--- config.mk ---
export PLATFORM = sky130hd
export DESIGN_NAME = riec_ctrl
export DESIGN_NICKNAME = d
export VERILOG_FILES = /design/src/inc/riec_pkg.sv /design/src/rtl/riec_ctrl.sv
export VERILOG_INCLUDE_DIRS = /design/src /design/src/inc
export SDC_FILE = /design/constraint.sdc
export NUM_CORES = 1
export LEC_CHECK = 0
export BUFFER_PORTS_ARGS = -buffer_cell sky130_fd_sc_hd__buf_2
export CAP_MARGIN = 20
export CORE_ASPECT_RATIO = 1.25
export CORE_UTILIZATION = 50
export CTS_CLUSTER_SIZE = 28
export DETAILED_ROUTE_END_ITERATION = 12
export PLACE_DENSITY = 0.84
export SLEW_MARGIN = 10
export SYNTH_ARGS = -nofsm -noshare
export SYNTH_HDL_FRONTEND = slang
export SYNTH_SLANG_ARGS = --single-unit
export TNS_END_PERCENT = 1
--- constraint.sdc ---
create_clock -name pclk -period 7.76 [get_ports pclk]
set_clock_uncertainty 0.1 [all_clocks]
set_input_delay 1.94 -clock pclk [delete_from_list [all_inputs] [get_ports pclk]]
set_output_delay 1.94 -clock pclk [all_outputs]
set_load 0.03 [all_outputs]
--- src/inc/riec_map.svh ---
`ifndef RIEC_MAP_SVH
`define RIEC_MAP_SVH
// register indices (printed offsets are not multiples of four: byte address = 4 * index)
`define RIEC_IDX_EDGE_SEL   16'hfff2
`define RIEC_IDX_EN_FIRST   16'hfff3
`define RIEC_IDX_EN_SECOND  16'hfff4
`define RIEC_IDX_REQ_FIRST  16'hfff6
`define RIEC_IDX_REQ_SECOND 16'hfff7
`define RIEC_IDX_WKP_REQ    16'hfff9
`define RIEC_IDX_CTRL       16'hfffa
// reset values
`define RIEC_RST_EDGE_SEL   8'he0
`define RIEC_RST_EN_FIRST   8'h00
`define RIEC_RST_EN_SECOND  8'h00
`define RIEC_RST_REQ_FIRST  8'h20
`define RIEC_RST_REQ_SECOND 8'h00
`define RIEC_RST_WKP_REQ    8'h00
`define RIEC_EDGE_RSVD      8'he0
// vector numbers and addresses
`define RIEC_VEC_RESET      5'd0
`define RIEC_VEC_IRQ0       5'd4
`define RIEC_VEC_WKP        5'd9
`define RIEC_VEC_SER1       5'd10
`define RIEC_VEC_TMR_A      5'd11
`define RIEC_VEC_TMR_B      5'd12
`define RIEC_VEC_TMR_C      5'd13
`define RIEC_VEC_TMR_FL     5'd14
`define RIEC_VEC_TMR_FH     5'd15
`define RIEC_VEC_TMR_G      5'd16
`define RIEC_VEC_SER2       5'd17
`define RIEC_VEC_SER3       5'd18
`define RIEC_VEC_ADC        5'd19
`define RIEC_VEC_DIRECT     5'd20
`define RIEC_RESET_VEC_ADDR 16'h0000
// timing
`define RIEC_BOOT_WAIT_CYC  8192
`endif

--- src/inc/riec_pkg.sv ---
package riec_pkg;
  // reset sequencer, gray along the usual path
  typedef enum logic [1:0] {
    RIEC_HOLD = 2'b00,
    RIEC_WAIT = 2'b01,
    RIEC_VECT = 2'b11,
    RIEC_RUN  = 2'b10
  } riec_seq_t;

  // internal peripheral events
  typedef struct packed {
    logic       ser1_done;
    logic       tmr_a_ovf;
    logic       tmr_b_ovf;
    logic       tmr_c_ovf;
    logic       tmr_c_unf;
    logic [1:0] tmr_fl;     // compare, overflow
    logic [1:0] tmr_fh;     // compare, overflow
    logic [1:0] tmr_g;      // capture, overflow
    logic [1:0] ser2;       // done, aborted
    logic [5:0] ser3;       // six events
    logic       adc_done;
    logic       direct_xfer;
  } riec_evt_t;

  // cpu-facing request
  typedef struct packed {
    logic        req;
    logic [4:0]  vec_num;
    logic [15:0] vec_addr;
  } riec_cpu_req_t;

  // full block state
  typedef struct packed {
    riec_seq_t   seq;
    logic [13:0] wait_cnt;
    logic        boot_prev;
    logic        boot_rose;
    logic        gmask;
    logic        first_instr;
    logic [4:0]  edge_sel;
    logic [4:0]  irq_prev;
    logic [7:0]  en_first;
    logic [7:0]  en_second;
    logic [7:0]  req_first;
    logic [7:0]  req_second;
    logic [7:0]  wkp_req;
    logic [31:0] prdata;
  } riec_state_t;
endpackage

--- src/rtl/riec_ctrl.sv ---
// Design decision made here: the APB register port.
`timescale 1ns/1ps
`include "riec_map.svh"
// Behaviour
// - reset outranks all, loads every register's reset value
// - reset exception starts right after release with boot pin high
// - interrupts taken only at instruction boundary
// - reset pin low halts everything immediately
// - boot pin high: start on release
// - boot pin low: wait rise, 8192 cycles
// - reset exception sets global mask
// - program counter loaded from vector zero
// - first instruction runs before any interrupt
// - thirteen external, twenty internal sources
// - highest fixed priority serviced first
// - mask set: flags still set, none accepted
// - each edge pin rising or falling
// - edge pins vectors 4-8, wakeups 9
// - counter c over/underflow share vector 13
// - counter f halves vectors 14 and 15
// - counter g events share vector 16
// - six third-serial events share vector 18
// - vector addresses 2 to 7 unused
// - request flags cleared by writing zero
module riec_ctrl
  import riec_pkg::*;
#(
  parameter int BOOT_WAIT_CYC = `RIEC_BOOT_WAIT_CYC  // delay after boot pin rises
) (
  input  wire logic          pclk,             // system clock, 50 MHz
  input  wire logic          presetn,          // system init pin, active low
  input  wire logic [15:0]   paddr,            // apb byte address
  input  wire logic          psel,             // apb select
  input  wire logic          penable,          // apb access phase
  input  wire logic          pwrite,           // apb direction
  input  wire logic [31:0]   pwdata,           // apb write data
  output logic      [31:0]   prdata,           // apb read data
  output logic               pready,           // apb ready
  output logic               pslverr,          // apb error, unmapped address
  input  wire logic          boot_select_pin,  // mode strap
  input  wire logic [4:0]    irq_pins,         // edge-sensed pins
  input  wire logic [7:0]    wakeup_pins,      // wakeup request pulses
  input  wire riec_evt_t     periph_evt,       // internal event pulses
  input  wire logic          instr_boundary,   // cpu finished instr or exception
  input  wire logic          cpu_ack,          // cpu took the vector
  input  wire logic          rte_clear_mask,   // cpu clears global mask
  input  wire logic          rte_set_mask,     // cpu sets global mask
  output logic               cpu_in_reset,     // cpu and peripherals held
  output logic               cpu_gmask,        // global mask bit of cond code reg
  output riec_cpu_req_t      cpu_req           // vector request to cpu
);

  riec_state_t st_reg;   // all state
  riec_state_t st_next;  // next state

  logic        wr_stb;     // write commits this cycle
  logic        rd_stb;     // read commits this cycle
  logic [13:0] idx;        // word index of the access
  logic        hit;        // access maps to a register
  logic [4:0]  irq_edge;   // detected edges on irq pins
  logic [7:0]  wr_byte;    // low byte of write data
  logic [19:0] pend;       // enabled pending, priority order

  assign idx     = paddr[15:2];
  assign wr_stb  = psel & penable & pwrite;
  assign rd_stb  = psel & ~penable & ~pwrite;  // captured in setup, stands through access
  assign wr_byte = pwdata[7:0];
  assign pready  = 1'b1;  // zero wait states
  assign prdata  = st_reg.prdata;
  assign pslverr = psel & penable & ~hit;

  // address decode, indices kept 14 bits wide
  always_comb begin
    if (idx == 14'(`RIEC_IDX_EDGE_SEL)) begin
      hit = 1'b1;
    end else if (idx == 14'(`RIEC_IDX_EN_FIRST) || idx == 14'(`RIEC_IDX_EN_SECOND)) begin
      hit = 1'b1;
    end else if (idx == 14'(`RIEC_IDX_REQ_FIRST) || idx == 14'(`RIEC_IDX_REQ_SECOND)) begin
      hit = 1'b1;
    end else if (idx == 14'(`RIEC_IDX_WKP_REQ) || idx == 14'(`RIEC_IDX_CTRL)) begin
      hit = 1'b1;
    end else begin
      hit = 1'b0;
    end
  end

  // edge detection per pin, polarity per bit
  genvar g;
  generate
    for (g = 0; g < 5; g++) begin : g_edge
      assign irq_edge[g] = st_reg.edge_sel[g] ? (irq_pins[g] & ~st_reg.irq_prev[g])
                                              : (~irq_pins[g] & st_reg.irq_prev[g]);
    end
  endgenerate

  // pending list, bit 0 highest priority; shared vectors are or-merged sources
  always_comb begin
    pend[0]  = st_reg.req_first[0] & st_reg.en_first[0];
    pend[1]  = st_reg.req_first[1] & st_reg.en_first[1];
    pend[2]  = st_reg.req_first[2] & st_reg.en_first[2];
    pend[3]  = st_reg.req_first[3] & st_reg.en_first[3];
    pend[4]  = st_reg.req_first[4] & st_reg.en_first[4];
    pend[5]  = (|st_reg.wkp_req) & st_reg.en_first[5];
    pend[6]  = st_reg.req_first[6] & st_reg.en_first[6];
    pend[7]  = st_reg.req_first[7] & st_reg.en_first[7];
    pend[8]  = st_reg.req_second[0] & st_reg.en_second[0];
    pend[9]  = st_reg.req_second[1] & st_reg.en_second[1];
    pend[10] = st_reg.req_second[2] & st_reg.en_second[2];
    pend[11] = st_reg.req_second[3] & st_reg.en_second[3];
    pend[12] = st_reg.req_second[4] & st_reg.en_second[4];
    pend[13] = st_reg.req_second[5] & st_reg.en_second[5];
    pend[14] = st_reg.req_second[6] & st_reg.en_second[6];
    pend[15] = st_reg.req_second[7] & st_reg.en_second[7];
    pend[19:16] = 4'h0;
  end

  // vector table lookup; reserved vectors 1..3 never produced
  function automatic logic [4:0] riec_vec(input logic [3:0] slot);
    logic [4:0] v;
    v = `RIEC_VEC_RESET;
    case (slot)
      4'h0, 4'h1, 4'h2, 4'h3, 4'h4: v = 5'(`RIEC_VEC_IRQ0 + 5'(slot));
      4'h5:   v = `RIEC_VEC_WKP;
      4'h6:   v = `RIEC_VEC_SER1;
      4'h7:   v = `RIEC_VEC_TMR_A;
      4'h8:   v = `RIEC_VEC_TMR_B;
      4'h9:   v = `RIEC_VEC_TMR_C;
      4'ha:   v = `RIEC_VEC_TMR_FL;
      4'hb:   v = `RIEC_VEC_TMR_FH;
      4'hc:   v = `RIEC_VEC_TMR_G;
      4'hd:   v = `RIEC_VEC_SER2;
      4'he:   v = `RIEC_VEC_SER3;
      default: v = `RIEC_VEC_ADC;
    endcase
    return v;
  endfunction

  logic [3:0] win_slot;  // highest-priority pending slot
  logic       any_pend;  // something pending
  logic       dir_pend;  // lowest: direct transfer

  // fixed-priority pick, lowest index wins
  always_comb begin
    win_slot = 4'h0;
    any_pend = 1'b0;
    for (int i = 15; i >= 0; i--) begin
      if (pend[i]) begin
        win_slot = 4'(i);
        any_pend = 1'b1;
      end
    end
    dir_pend = 1'b0;
  end

  // next state: reset sequence, flags, registers
  always_comb begin
    st_next        = st_reg;
    st_next.prdata = 32'h0000_0000;
    st_next.irq_prev  = irq_pins;
    st_next.boot_prev = boot_select_pin;

    // reset sequencer
    case (st_reg.seq)
      RIEC_HOLD: begin
        st_next.gmask = 1'b1;
        if (boot_select_pin) begin
          st_next.seq = RIEC_VECT;
        end else begin
          st_next.seq = RIEC_WAIT;
        end
      end
      RIEC_WAIT: begin
        // count only after a low-to-high on the boot pin
        if (!st_reg.boot_rose) begin
          st_next.boot_rose = boot_select_pin & ~st_reg.boot_prev;
          st_next.wait_cnt  = 14'h0000;
        end else if (st_reg.wait_cnt == 14'(BOOT_WAIT_CYC - 1)) begin
          st_next.seq = RIEC_VECT;
        end else begin
          st_next.wait_cnt = st_reg.wait_cnt + 14'h0001;
        end
      end
      RIEC_VECT: begin
        // present reset vector; cpu fetches and starts the first instruction
        if (cpu_ack) begin
          st_next.seq         = RIEC_RUN;
          st_next.first_instr = 1'b1;
        end
      end
      default: begin
        if (st_reg.first_instr && instr_boundary) begin
          st_next.first_instr = 1'b0;
        end
        if (rte_set_mask) begin
          st_next.gmask = 1'b1;
        end else if (rte_clear_mask) begin
          st_next.gmask = 1'b0;
        end
        if (cpu_req.req && cpu_ack) begin
          st_next.gmask = 1'b1;  // acceptance masks further nesting
        end
      end
    endcase

    // register writes; flags: write 0 clears, 1 keeps
    if (wr_stb) begin
      if (idx == 14'(`RIEC_IDX_EDGE_SEL)) begin
        st_next.edge_sel = wr_byte[4:0];
      end else if (idx == 14'(`RIEC_IDX_EN_FIRST)) begin
        st_next.en_first = wr_byte;
      end else if (idx == 14'(`RIEC_IDX_EN_SECOND)) begin
        st_next.en_second = wr_byte;
      end else if (idx == 14'(`RIEC_IDX_REQ_FIRST)) begin
        st_next.req_first = st_reg.req_first & wr_byte;
      end else if (idx == 14'(`RIEC_IDX_REQ_SECOND)) begin
        st_next.req_second = st_reg.req_second & wr_byte;
      end else if (idx == 14'(`RIEC_IDX_WKP_REQ)) begin
        st_next.wkp_req = st_reg.wkp_req & wr_byte;
      end
    end

    // hardware sets after the clear so a same-cycle event survives; flags set even if masked
    st_next.req_first[4:0] = st_next.req_first[4:0] | irq_edge;
    st_next.req_first[6]   = st_next.req_first[6] | periph_evt.ser1_done;
    st_next.req_first[7]   = st_next.req_first[7] | periph_evt.tmr_a_ovf;
    st_next.wkp_req        = st_next.wkp_req | wakeup_pins;
    st_next.req_second[0]  = st_next.req_second[0] | periph_evt.tmr_b_ovf;
    st_next.req_second[1]  = st_next.req_second[1] | periph_evt.tmr_c_ovf | periph_evt.tmr_c_unf;
    st_next.req_second[2]  = st_next.req_second[2] | (|periph_evt.tmr_fl);
    st_next.req_second[3]  = st_next.req_second[3] | (|periph_evt.tmr_fh);
    st_next.req_second[4]  = st_next.req_second[4] | (|periph_evt.tmr_g);
    st_next.req_second[5]  = st_next.req_second[5] | (|periph_evt.ser2);
    st_next.req_second[6]  = st_next.req_second[6] | (|periph_evt.ser3);
    st_next.req_second[7]  = st_next.req_second[7] | periph_evt.adc_done;

    // read data, registered at the setup edge so it stands while pready is high
    if (rd_stb) begin
      if (idx == 14'(`RIEC_IDX_EDGE_SEL)) begin
        st_next.prdata = {24'h000000, `RIEC_EDGE_RSVD | {3'b000, st_reg.edge_sel}};
      end else if (idx == 14'(`RIEC_IDX_EN_FIRST)) begin
        st_next.prdata = {24'h000000, st_reg.en_first};
      end else if (idx == 14'(`RIEC_IDX_EN_SECOND)) begin
        st_next.prdata = {24'h000000, st_reg.en_second};
      end else if (idx == 14'(`RIEC_IDX_REQ_FIRST)) begin
        st_next.prdata = {24'h000000, st_reg.req_first};
      end else if (idx == 14'(`RIEC_IDX_REQ_SECOND)) begin
        st_next.prdata = {24'h000000, st_reg.req_second};
      end else if (idx == 14'(`RIEC_IDX_WKP_REQ)) begin
        st_next.prdata = {24'h000000, st_reg.wkp_req};
      end else if (idx == 14'(`RIEC_IDX_CTRL)) begin
        st_next.prdata = {28'h0000000, st_reg.first_instr, st_reg.gmask, st_reg.seq};
      end
    end
  end

  // flags may move between setup and access; the setup snapshot is what software sees

  // cpu request: reset vector first, else masked priority winner at a boundary
  always_comb begin
    cpu_in_reset = (st_reg.seq != RIEC_RUN) & (st_reg.seq != RIEC_VECT);
    cpu_gmask    = st_reg.gmask;
    cpu_req      = '0;
    if (st_reg.seq == RIEC_VECT) begin
      cpu_req.req      = 1'b1;
      cpu_req.vec_num  = `RIEC_VEC_RESET;
      cpu_req.vec_addr = `RIEC_RESET_VEC_ADDR;
    end else if (st_reg.seq == RIEC_RUN && any_pend && !st_reg.gmask && !st_reg.first_instr
                 && instr_boundary && !dir_pend) begin
      cpu_req.req      = 1'b1;
      cpu_req.vec_num  = riec_vec(win_slot);
      cpu_req.vec_addr = {10'h000, riec_vec(win_slot), 1'b0};
    end
  end

  // single state register; pin low forces everything to reset values
  always_ff @(posedge pclk or negedge presetn) begin
    if (!presetn) begin
      st_reg            <= '0;
      st_reg.seq        <= RIEC_HOLD;
      st_reg.gmask      <= 1'b1;
      st_reg.edge_sel   <= 5'h00;
      st_reg.en_first   <= `RIEC_RST_EN_FIRST;
      st_reg.en_second  <= `RIEC_RST_EN_SECOND;
      st_reg.req_first  <= `RIEC_RST_REQ_FIRST;
      st_reg.req_second <= `RIEC_RST_REQ_SECOND;
      st_reg.wkp_req    <= `RIEC_RST_WKP_REQ;
    end else begin
      st_reg <= st_next;
    end
  end

endmodule

# --- Word level (Yosys, flattened, before mapping) ---
# Cells that the tools add are included.
word_totals:
  regBits: 102
  inputBits: 92
  output_inout_bits: 58
  elab_cells: 225
op_classes:
  addsub: 2
  n_eq_ne: 31
  mux: 76
  bitwise_logic: 68
  reduce_logical: 33
op_table:
  columns: ["op", "n"]
  rows:
  - ["$eq A14 B14 Y1 const B", 7]
  - ["$mux W24", 4]
  - ["$mux W8", 11]
  - ["$mux W4", 17]
  - ["$pmux W5 S11", 1]
  - ["$mux W22", 2]
  - ["$and A1 B1 Y1", 33]
  - ["$mux W1", 31]
  - ["$eq A4 B4 Y1 const B", 7]
  - ["$mux W14", 2]
  - ["$and A8 B8 Y8", 3]
  - ["$not A1 Y1", 19]
  - ["$eq A4 B3 Y1 const B", 4]
  - ["$mux W16", 1]
  - ["$add A14 B1 Y14 const B", 1]
  - ["$eq A14 B13 Y1 const B", 1]
  - ["$ne A2 B2 Y1 const B", 6]
  - ["$reduce_or A2 Y1", 6]
  - ["$or A1 B1 Y1", 11]
  - ["$eq A4 B2 Y1 const B", 2]
  - ["$mux W2", 4]
  - ["$or A8 B8 Y8", 1]
  - ["$reduce_and A4 Y1", 2]
  - ["$reduce_or A8 Y1", 1]
  - ["other kinds (20)", 33]

# --- Logic depth before layout (Yosys ltp) ---
# Gate-level depths: netlist of run 1.
depth:
  word_depth: 26
  mapped_depth: 11
  ltp_nobuf: 10

# --- Least setup slack after synthesis of run 1 ---
# Ideal clock, no wire load.
synth_path:
  path_type: "in2out"
  start: "input port instr_boundary"
  end: "output port cpu_req[19] (netlist name)"
  arrival_time_ps: 3642
  required_ps: 5720
  setup_slack_ps: 2078
  cell_stages: 5
  n_path_buf: 1
  path_cell_list: "nand2_1 -> nor4_1 -> o31ai_2 -> a311oi_1 -> buf_4"
synth_rtl:
  columns: ["item", "line", "text"]
  rows:
  - ["from (decl)", "riec_ctrl.sv:44", "input wire logic instr_boundary,"]
  - ["to (decl)", "riec_ctrl.sv:50", "output riec_cpu_req_t cpu_req"]

==> results of run 1 <==
path summary, 6_finish.rpt:
| check | startpoint | endpoint | slack [ns] | cells past startpoint |
|---|---|---|---|---|
| worst max-delay path | st_reg[34] | cpu_req[20] | 2.21 | 11 |
| worst min-delay path | st_reg[53] | st_reg[53] | 0.37 | 1 |
| worst max register to register | st_reg[34] | cpu_gmask | 5.35 | 6 |
| worst min register to register | st_reg[53] | st_reg[53] | 0.37 | 1 |
| max in group asynchronous | presetn | st_reg[55] | 5.30 | 1 |
| min in group asynchronous | presetn | st_reg[82] | 1.60 | 1 |
report_power, final:
| group | internal [mW] | leakage, nW | switching, mW | total (mW) |
|---|---|---|---|---|
| Clock | 0.154 | 0.103 | 0.163 | 0.316 |
| Sequential | 0.408 | 0.944 | 0.000980 | 0.409 |
| Combinational | 0.0198 | 1.18 | 0.0518 | 0.0716 |
cell usage after synthesis, drive strengths merged, types with 3 or more instances:
library cell	number	share of area [%]
inv	9	0.77
nand3	13	1.5
a211oi	4	0.68
buf	50	8.6
dfrtp	76	43
nand4	9	1.8
a221oi	3	0.60
a32o	3	0.68
o21ai	36	4.1
a31oi	4	0.57
a21oi	21	2.4
clkbuf	8	0.68
or4	3	0.51
nor4	6	1.5
xnor2	5	1.0
ha	5	1.4
nand2b	17	2.4
a22o	7	1.4
xor2	6	1.2
or3b	5	1.0
or3	7	1.0
a22oi	8	1.4
a222oi	6	1.4
nand3b	6	1.0
nor2	34	2.9
nor3	5	0.57
mux2	22	5.6
nand2	52	4.4
critical path, cell delays in order (launching register included):
cell,delay [ns]
sky130_fd_sc_hd__dfrtp_1,0.43
sky130_fd_sc_hd__or4_1,0.52
sky130_fd_sc_hd__o21ai_1,0.32
sky130_fd_sc_hd__and3_1,0.26
sky130_fd_sc_hd__o21ai_0,0.09
sky130_fd_sc_hd__nand2_1,0.14
sky130_fd_sc_hd__inv_1,0.08
sky130_fd_sc_hd__ha_1,0.22
sky130_fd_sc_hd__or3_1,0.34
sky130_fd_sc_hd__nor4b_1,0.16
sky130_fd_sc_hd__a211oi_1,0.33
sky130_fd_sc_hd__buf_2,0.26
through the flow:
stage               worst slack, ns  util [%]
finish                        2.209     58.56
global route                  2.012     58.56
CTS                           2.224     58.56
detailed placement            2.356     56.13
global placement              2.395     56.13
floorplan                     2.078         -
metal layers:
| metal | track usage, % | up-vias |
|---|---|---|
| met4 | 12.02 | 0 |
| met2 | 40.74 | 177 |
| met5 | 0 | - |
| met1 | 27.39 | 1729 |
| li1 | - | 1713 |
| met3 | 4.465 | 36 |
area by class of cell:
| cell class | instances | share of cell area, % |
|---|---|---|
| Inverter | 9 | 0.6884 |
| Tap cell | 117 | 2.983 |
| Timing Repair Buffer | 88 | 9.128 |
| Clock buffer | 9 | 2.524 |
| Sequential cell | 78 | 39.83 |
| Multi-Input combinational cell | 346 | 43.22 |
| Clock inverter | 7 | 1.632 |
kinds of logic after synthesis:
group / count (synthesis)
AND/OR/NAND/NOR: 169
AO/OA/AOI/OAI: 103
flip-flops: 78
buffers and inverters: 67
multiplexers: 22
XOR/XNOR: 11
adder cells (fa/ha/maj): 5
other: 2
==> summary by stage, run 1 <==
Setup path
At the worst endpoint, the arrival time is about 3.5 ns. The data required time of the critical path is around 5.7 ns. The critical path is of the flip-flop to primary output type. The element type at the critical path end is a primary output. The category of the worst setup path launch point is a flip-flop. The top fanout value on the critical path is 5.

Global routing
The largest net degree at the start of global routing is roughly 80. The number of global-route vias before repair came to ~3600. The wire length of the first global-routing pass is 16550 um. The aggregate global routing overflow is 0. The number of antenna violations at the first check in global routing is 0. The global router's overall resource usage is a little under a quarter.

Routing
After detailed routing, the total wire length is 10230 um. The routed design uses slightly above 5000 um of met2 wire. The number of vias per cell after detailed routing is roughly 5.6. The detail route stage leaves a number of antenna-violating nets equal to 0. Across all layers, the routed design uses approximately 3700 vias.

The first routing iteration left roughly 230 violations. In this run the top signal layer used is met4. Summed over all nets, wire length on met3 after detailed routing comes to slightly below 600 um. The average routed wire per standard cell is ~16 um. For this run, design rule violations remaining after detail routing come to 0. The detailed router put a total of 4050 um of wire on met1. The number of iterations in the first detailed-routing pass is 5.

Die
The overall die area is approximately 0.0092 mm2. The placement row count is 37. The die is about 86 um wide. Once the floorplan was initialized, standard cells occupied 52.40% of the core. In this run the count of I/O pins placed on the die edge is 150.

The y dimension of the die is about 110 um. The core outline area is about 0.0084 mm2.

Logic synthesis
After synthesis, the largest family of logic cells by area is simple AND/OR/NAND/NOR gates. The cell count after synthesis came out at 457. The synthesized flop and latch total is about 80.

The synthesized netlist contains 54 unique library cells. The share of async-settable or async-resettable flops after synthesis is 100.0%. The synthesized-area fraction occupied by ao, oa, aoi and oai cells is approximately 15%.

The synthesized area is around 0.0044 mm2. The adder-cell share of the synthesized area is 1.425%. Sequential cells were found to cover approximately 45% of the synthesized design area.

Summing the areas of all and, or, nand and nor instances in the mapped netlist gives slightly above 20% of the synthesized area. The Yosys step of the flow raised 0 warnings. In the synthesized netlist, mux cells make up between 5 and 6% of the area.

After synthesis, the mean cell area works out to between 9 and 10 um2. The most instantiated flip-flop cell in the synthesis netlist is sky130_fd_sc_hd__dfrtp_1. Summing the areas of all xor and xnor instances in the mapped netlist gives 2.194% of the synthesized area. The number of flops mapped to enable cells by yosys is 0.

STA
Final hold analysis gives a worst-case slack of about 0.37 ns. For the pin with the worst max-slew slack, the measured transition is slightly above 1 ns. The hold violation count in the final report is 0. The number of endpoints failing setup at the final stage is 0. The max-slew violation count was 0. The setup TNS is 0 ns. Setup repair after global routing left no endpoint under its margin. The worst pin sits at a relative slew slack of between 30% and 40%. Based on the critical path, the design can be clocked at up to about 180 MHz. The shortest period the worst path allows is 5.551 ns. Of the available clock period, the critical path in the final layout requires a little under three quarters.

Place
After detailed placement, the total cell area comes to approximately 0.0047 mm2. The detailed placement HPWL is between 7000 and 8000 um. The global placer's final weighted congestion is 0.9209. The placed instance count is ~640.

The number of buffers inserted by port buffering is 86.

Clock tree
The post-CTS resize count is 0. CTS built an H-tree with a depth of 3. The root buffer cell chosen for the clock tree is sky130_fd_sc_hd__clkbuf_8.

TritonCTS built the clock tree. The clock reaches the later pin of the worst-skew pair after about 0.36 ns. The number of buffers inserted by hold repair at cts is 0. The clock passes through at most 2 buffers.

CTS saw 78 sinks. The number of buffers inserted during clock tree synthesis is 9. The clock input transition at the sequential cells of the worst setup and hold paths is around 0.080 ns. Once the clock tree was built, the setup fixing pass inserted 0 buffers.

Power
IR analysis of the VDD net gives a maximum drop of 0.0001080 V. Overall power consumption after layout is estimated at roughly 0.80 mW. The reported leakage power is approximately 2.2 nW.

In this run the power density over the cells is around 160 mW/mm2.

Worst hold path
The worst min-delay path class is flip-flop to flip-flop.

Finish
The final layout net count is 629. The finished cells cover ~0.0049 mm2. The post-route non-filler standard cell count is approximately 650.

In the layout the commonest cells are 85 x sky130_fd_sc_hd__buf_2, 76 x sky130_fd_sc_hd__dfrtp_1, 52 x sky130_fd_sc_hd__nand2_1, 36 x sky130_fd_sc_hd__conb_1, 35 x sky130_fd_sc_hd__o21ai_0. The total inserted antenna cells is 0. From synthesis to final layout, the design area changed by 11.77%.

The most common cell after layout, fill and taps aside is sky130_fd_sc_hd__buf_2. Cells with a size suffix above 1 make up a little over a quarter of the layout. Summing all multi-input logic gate instances after layout gives 0.002121 mm2.

The flip-flop count of the largest register after layout is 69. Fill cells in the final layout number between 700 and 800. Summing all flip-flop and latch instances after layout gives 0.001954 mm2.

Job
The tool flagged a number of max-cap violations equal to 0.

Status
The run finished with clean final reports.
Power figures use the tool's default switching activity.
==> run 2: changes to the inputs <==
==> constraint.sdc (replaced) <==
create_clock -name pclk -period 5.25 [get_ports pclk]
set_clock_uncertainty 0.1 [all_clocks]
set_input_delay 1.3125 -clock pclk [delete_from_list [all_inputs] [get_ports pclk]]
set_output_delay 1.3125 -clock pclk [all_outputs]
set_load 0.03 [all_outputs]
==> run 2 against run 1 <==
  * Combinational power up 48%
  * Non-clock buffer count grew 1
  * Largest power group unchanged
  * Power is 50% higher
  * Setup slack worse by 1.9 ns
  * Sequential share of layout area down 0.16 points
  * Die area stayed put
  * Critical path type unchanged
  * Register-to-register slack got worse by 2.5 ns
  * Via count decreased by 0.88%
  * Count of clock-buffer cells in the layout increased by 2
==> summary by stage, run 2 (synthesis results as in run 1) <==
Status
Outcome: finished clean (unchanged).

Power
The total power is 1.193 mW (was 0.7971 mW). The total power divided by cell area is 242.1 mW/mm2 (was 162.4 mW/mm2). The maximum VDD drop is 0.0001550 V (was 0.0001080 V). The reported leakage power is 2.244 nW (was 2.231 nW).

STA
The shortest period the worst path allows is about 4.9 ns. The tightest slew margin relative to the limit is 35.98% (was 30.24%). The pin slew with the least headroom to its limit came to 0.9602 ns (was 1.037 ns).

The number of endpoints failing setup at the final stage is 0 (unchanged). The max-slew violation count is 0 (unchanged). RSZ-0062 raised after global routing: false (unchanged). The final clock period utilization by the worst path is a little over nine tenths. Timing would allow up to 202.8 MHz. The setup TNS is 0 ns (unchanged). The hold violation count in the final report is 0 (unchanged).

Finish
The post-layout utilization of the core came to 58.80% (was 58.56%). The fill cell total of the finished layout was 744 (was 736). Most frequent cells in the layout: 85 x sky130_fd_sc_hd__buf_2, 76 x sky130_fd_sc_hd__dfrtp_1, 52 x sky130_fd_sc_hd__nand2_1, 36 x sky130_fd_sc_hd__conb_1, 35 x sky130_fd_sc_hd__o21ai_0 (unchanged).

The fraction of final layout cells sized beyond drive strength 1 is 26.39% (was 26.26%). The final layout net count is 630 (was 629). The cell area after layout is 0.004927 mm2 (was 0.004907 mm2).

The total inserted antenna cells was 0 (unchanged). The area overhead of the layout relative to synthesis is 12.23% (was 11.77%). The most common cell after layout, fill and taps aside is sky130_fd_sc_hd__buf_2 (unchanged).

The flip-flop count of the largest register after layout is 69 (unchanged).

Clock tree
The number of clock sinks is 78 (unchanged). The root cell of the clock tree is sky130_fd_sc_hd__clkbuf_8 (unchanged). The clock latency at the later pin of the worst-skew pair is 0.36 ns (about the same). The deepest clock path buffer count is 2 (unchanged). The post-CTS resize count is 0 (unchanged).

The number of H-tree levels is 3 (unchanged). The number of buffers inserted by hold repair at cts was 0 (unchanged). The number of post-CTS setup repair buffers is 0 (unchanged). The clock input transition at the sequential cells of the worst setup and hold paths is 0.08 ns (about the same). The number of buffers inserted during clock tree synthesis was 9 (unchanged). The CTS tree is yes (unchanged).

Global routing
The wire length of the first global-routing pass is 16910 um (was 16550 um). The global-route met1 utilization came to 28.72% (was 27.39%). The largest net degree at the start of global routing is 79 (unchanged).

The aggregate global routing overflow is 0 (unchanged). The number of global-route vias before repair came to 3504 (was 3550). The number of antenna violations at the first check in global routing is 0 (unchanged).

The global router's overall resource usage is 23.98% (was 23.44%). The highest-utilization routing layer at the global route stage was met2 (unchanged). The global-route met3 utilization is 5.235% (was 4.465%). The fraction of met2 tracks used by global routing is 41.66% (was 40.74%).

Routing
The number of design rule violations left after detail routing is 0 (unchanged). The number of iterations in the first detailed-routing pass is 5 (unchanged). The post-detailed-routing wire length is 10240 um (was 10230 um). The post-route antenna net violation count is 0 (unchanged). The number of vias per cell after detailed routing is 5.531 (was 5.589). The detailed-route via count was 3623 (was 3655). The starting DRC count in detailed routing is 266 (was 231). The average routed wire per standard cell is 15.63 um (was 15.64 um).

Die
The overall die area is 0.009162 mm2 (unchanged). The core outline area is 0.008379 mm2 (unchanged). The initial cell density of the core is 52.40% (unchanged). The placement row count is 37 (unchanged). The horizontal extent of the die was 85.82 um (unchanged). The y dimension of the die is 106.8 um (unchanged). The top-level I/O count came to 150 (unchanged).

Setup path
The element type at the critical path end was a primary output (unchanged). The category of the worst setup path launch point is a flip-flop (unchanged). The worst path arrival time came to 3.52 ns (was 3.51 ns). The slowest cell on the critical path was sky130_fd_sc_hd__or4_1 (unchanged). The worst-case reg-to-reg path depth was 6 (unchanged). The maximum cell stage delay along the critical path is 0.54 ns (was 0.52 ns).

The critical path start-end classification was flip-flop to primary output (unchanged). The critical register-to-register path endpoint is cpu_gmask (unchanged). The origin of the critical flop-to-flop path is st_reg[38] (was st_reg[34]). The reg2reg setup slack is 2.84 ns (was 5.35 ns). Critical path, cell by cell: or4_1 > o21ai_1 > and3_1 > o21ai_0 > nand2_1 > inv_1 > ha_1 > or3_1 > nor4b_1 > a211oi_1 > buf_2 (unchanged). The data required time of the critical path is 3.84 ns (was 5.72 ns). The top fanout value on the critical path was 5 (unchanged).

Job
The number of maximum-capacitance violations is 0 (unchanged).

Worst hold path
The worst hold path cell count came to 1 (unchanged). The launch instance of the worst min-delay path was st_reg[53] (unchanged). The worst min-delay path class is flip-flop to flip-flop (unchanged). The capture endpoint of the worst hold path is st_reg[53] (unchanged).

Place
The global placer's final weighted congestion is 0.8984 (was 0.9209). The detailed placement HPWL is 7834 um (was 7825 um). The total cell area at the placement stage is 0.004711 mm2 (was 0.004703 mm2). The number of buffers inserted by port buffering came to 86 (unchanged).
[run 2: cell count changes in the layout (fill, tap and decap cells not counted), sizes merged]
cell	previous run	this run
clkbuf	9	11
clkinvlp	1	0
inv	13	10
clkinv	1	3
buf	88	89
[run 2: area by class of cell]
cell class | count | area (um2) | area share, %
clock buffers | 11 | 151.4 | 3.073
clock inverters | 5 | 65.06 | 1.320
inverters | 9 | 33.78 | 0.6856
multi-input cells | 346 | 2121 | 43.04
flip-flops and latches | 78 | 1954 | 39.66
well taps | 117 | 146.4 | 2.971
repair buffers | 89 | 455.4 | 9.243
[run 2: power by group]
group / switching (mW) / leakage, nW / internal [mW]
Sequential: 0.00159 / 0.944 / 0.604
Combinational: 0.0768 / 1.19 / 0.0293
Clock: 0.232 / 0.110 / 0.250
Total: 0.310 / 2.24 / 0.883
[run 2: worst max path at each step]
stage / endpoint / start / slack [ns]
after floorplan: cpu_req[20] / st_reg[34] / 0.45
after global placement: cpu_req[20] / st_reg[34] / 0.81
after detailed placement: cpu_req[20] / st_reg[38] / 0.72
after CTS: cpu_req[20] / st_reg[38] / 0.32
after global routing: cpu_req[5] / st_reg[38] / 0.12
final: cpu_req[20] / st_reg[38] / 0.32
[run 2: stage by stage]
step / setup WS [ns] / hold WS, ns / std cells
final: 0.3192 / 0.3687 / 655
after global routing: 0.1187 / 0.3872 / 655
after CTS: 0.3169 / 0.3695 / 655
after detailed placement: 0.7238 / 0.3574 / 639
after global placement: 0.8107 / 0.3520 / 639
after floorplan: 0.4529 / 0.3409 / 491
[run 2: worst max-delay path: cells and delay by family (launching register included)]
kind	cells	cell delay [ns]
flip-flops	1	0.41
AND/OR/NAND/NOR	5	1.45
buffers and inverters	2	0.33
AO/OA/AOI/OAI	3	0.72
adder cells (fa/ha/maj)	1	0.22
[run 2: routing by layer]
metal / wire, um / vias to the layer above
met4: 270 / 0
li1: - / 1716
met5: 0 / -
met2: 5205 / 165
met1: 4231 / 1714
met3: 532 / 28
==> run 3: changes to the inputs <==
--- a/config.mk
+++ b/config.mk
@@ -9,10 +9,10 @@
 export BUFFER_PORTS_ARGS = -buffer_cell sky130_fd_sc_hd__buf_2
 export CAP_MARGIN = 20
 export CORE_ASPECT_RATIO = 1.25
-export CORE_UTILIZATION = 50
+export CORE_UTILIZATION = 51
 export CTS_CLUSTER_SIZE = 28
 export DETAILED_ROUTE_END_ITERATION = 12
-export PLACE_DENSITY = 0.84
+export PLACE_DENSITY = 0.85
 export SLEW_MARGIN = 10
 export SYNTH_ARGS = -nofsm -noshare
 export SYNTH_HDL_FRONTEND = slang
==> run 3 against run 2 <==
  * Setup slack gained 0.068 ns
  * Final cell count is 3.2% lower
  * Hold slack improved by 0.0093 ns
  * Clock power rose by 7.7%
  * Count of clock-buffer cells in the layout down 1
  * Non-clock buffer count is 1 lower
  * Combinational power is essentially flat
  * Critical path depth unchanged
  * Sequential power hardly changed
==> summary by stage, run 3 (synthesis results as in run 1) <==
Status
Outcome: finished clean (unchanged).

Setup path
The number of buffers and inverters on the critical path is 2 (unchanged). The data required time of the critical path is 3.84 ns (about the same). The worst path arrival time is 3.45 ns (was 3.52 ns). The critical register-to-register path endpoint was st_reg[99] (was cpu_gmask). The worst-case reg-to-reg path depth is 7 (was 6).

The element type at the critical path end was a primary output (unchanged). The origin of the critical flop-to-flop path is st_reg[87] (was st_reg[38]). The endpoint of the worst setup timing path is cpu_req[5] (was cpu_req[20]). The family with the most delay on the worst path is simple AND/OR/NAND/NOR gates (unchanged). The category of the worst setup path launch point is a flip-flop (unchanged). The critical path start-end classification is flip-flop to primary output (unchanged). Critical path, cell by cell: or4_1 > o21ai_1 > and3_1 > o21ai_0 > nand2_1 > inv_1 > ha_1 > or3_1 > nor4b_1 > a211oi_1 > buf_2 (unchanged). The maximum cell stage delay along the critical path is 0.53 ns (was 0.54 ns).

The total number of cells along the worst setup path is 11 (unchanged). The reg2reg setup slack was 2.76 ns (was 2.84 ns). The launching element of the worst setup path is st_reg[38] (unchanged).

The slowest cell on the critical path was sky130_fd_sc_hd__or4_1 (unchanged). The top fanout value on the critical path is 5 (unchanged).

Clock tree
The clock input transition at the sequential cells of the worst setup and hold paths is 0.08 ns (about the same). The number of buffers inserted during clock tree synthesis is 9 (unchanged). The number of clock sinks is 78 (unchanged).

The number of buffers inserted by hold repair at cts came to 0 (unchanged). The CTS tree is yes (unchanged). The clock latency at the later pin of the worst-skew pair is 0.35 ns (was 0.36 ns). The root cell of the clock tree is sky130_fd_sc_hd__clkbuf_8 (unchanged). The deepest clock path buffer count came to 2 (unchanged). The number of H-tree levels is 3 (unchanged). The number of post-CTS setup repair buffers is 0 (unchanged). The post-CTS resize count is 0 (unchanged).

Die
The placement row count came to 37 (unchanged). The overall die area is 0.008986 mm2 (was 0.009162 mm2). The core outline area is 0.008287 mm2 (was 0.008379 mm2). The initial cell density of the core was 52.98% (was 52.40%). The y dimension of the die is 105.7 um (was 106.8 um).

The horizontal extent of the die is 84.99 um (was 85.82 um). The top-level I/O count is 150 (unchanged).

Finish
Most frequent cells in the layout: 85 x sky130_fd_sc_hd__buf_2, 76 x sky130_fd_sc_hd__dfrtp_1, 52 x sky130_fd_sc_hd__nand2_1, 36 x sky130_fd_sc_hd__conb_1, 35 x sky130_fd_sc_hd__o21ai_0 (unchanged). The final layout net count is 629 (was 630). The flip-flop count of the largest register after layout came to 69 (unchanged). The post-layout utilization of the core is 59.23% (was 58.80%). The total inserted antenna cells came to 0 (unchanged). The fill cell total of the finished layout came to 697 (was 744). The area overhead of the layout relative to synthesis is 11.80% (was 12.23%). The most common cell after layout, fill and taps aside is sky130_fd_sc_hd__buf_2 (unchanged). The fraction of final layout cells sized beyond drive strength 1 is 26.26% (was 26.39%).

STA
The max-slew violation count was 0 (unchanged). The worst hold slack after final layout is 0.3780 ns (was 0.3687 ns). The pin slew with the least headroom to its limit is 1.060 ns (was 0.9602 ns). The final clock period utilization by the worst path was 92.62% (was 93.92%).

The hold violation count in the final report is 0 (unchanged). The tightest slew margin relative to the limit was 28.70% (was 35.98%). The peak clock frequency supported by timing is 205.7 MHz (was 202.8 MHz).

RSZ-0062 raised after global routing: false (unchanged). The number of endpoints failing setup at the final stage was 0 (unchanged). The shortest period the worst path allows came to 4.862 ns (was 4.931 ns). The setup TNS came to 0 ns (unchanged).

Place
The detailed placement HPWL is 8015 um (was 7834 um). The global placer's final weighted congestion is 0.9392 (was 0.8984). The number of buffers inserted by port buffering is 86 (unchanged).

Routing
The average routed wire per standard cell is 16.81 um (was 15.63 um). The detailed-route via count is 3745 (was 3623). The number of iterations in the first detailed-routing pass is 5 (unchanged). The post-detailed-routing wire length is 10660 um (was 10240 um).

The number of vias per cell after detailed routing is 5.907 (was 5.531). The number of design rule violations left after detail routing is 0 (unchanged). The starting DRC count in detailed routing is 216 (was 266). The post-route antenna net violation count is 0 (unchanged).

Global routing
The global router's overall resource usage is 24.33% (was 23.98%). The aggregate global routing overflow is 0 (unchanged). The number of global-route vias before repair was 3543 (was 3504). The number of antenna violations at the first check in global routing is 0 (unchanged). The wire length of the first global-routing pass was 16920 um (was 16910 um). The largest net degree at the start of global routing is 79 (unchanged).

Worst hold path
The launch instance of the worst min-delay path is st_reg[53] (unchanged). The worst min-delay path class was flip-flop to flip-flop (unchanged). The worst hold path cell count is 1 (unchanged).

Power
The total power is 1.229 mW (was 1.193 mW). The reported leakage power was 2.238 nW (was 2.244 nW). The maximum VDD drop came to 0.0002271 V (was 0.0001550 V). The total power divided by cell area came to 250.4 mW/mm2 (was 242.1 mW/mm2).

Job
The number of maximum-capacitance violations is 0 (unchanged).
[run 3: changes by cell type in the layout (fill, tap and decap cells not counted)]
cell                         delta
sky130_fd_sc_hd__clkinv_4       -3
sky130_fd_sc_hd__clkinvlp_4     +2
sky130_fd_sc_hd__buf_4          -1
sky130_fd_sc_hd__bufinv_16      +1
sky130_fd_sc_hd__clkbuf_8       -1
sky130_fd_sc_hd__inv_6          +1
[run 3: layout make-up]
cell class	instances	area, um2	area share (%)
clock buffer	10	137.6	2.804
clock inverter	6	92.59	1.886
inverter	9	33.78	0.6882
multi-input combinational	346	2121	43.21
sequential	78	1954	39.82
tap	97	121.4	2.473
timing repair buffer	88	447.9	9.126
[run 3: through the flow]
step           setup WS (ns)  instance area, um2  cells
2_1_floorplan         0.4529                4518    491
3_3_place_gp          0.8301                4678    618
3_5_place_dp          0.7461                4678    618
4_1_cts               0.3589                4908    634
5_1_grt               0.1163                4908    634
6_report              0.3876                4908    634
[run 3: routing by layer]
layer  GRT usage, %  part of all wire, %  vias to the layer above
li1               -                    -                     1708
met5              0                    0                        -
met3          5.325                  7.1                       39
met1          27.26                   38                     1802
met2          43.09                   51                      196
met4          12.23                  4.0                        0
[run 3: how the worst min path moves through the flow]
stage	to	slack, ns
floorplan	st_reg[53]	0.34
global placement	st_reg[53]	0.35
detailed placement	st_reg[53]	0.36
CTS	st_reg[53]	0.38
global route	st_reg[53]	0.39
finish	st_reg[53]	0.38
[run 3: power breakdown]
part           internal [mW]  switching (mW)  total (mW)
combinational         0.0293          0.0769       0.106
sequential             0.604         0.00147       0.605
clock                  0.284           0.234       0.518
total                  0.917           0.312        1.23
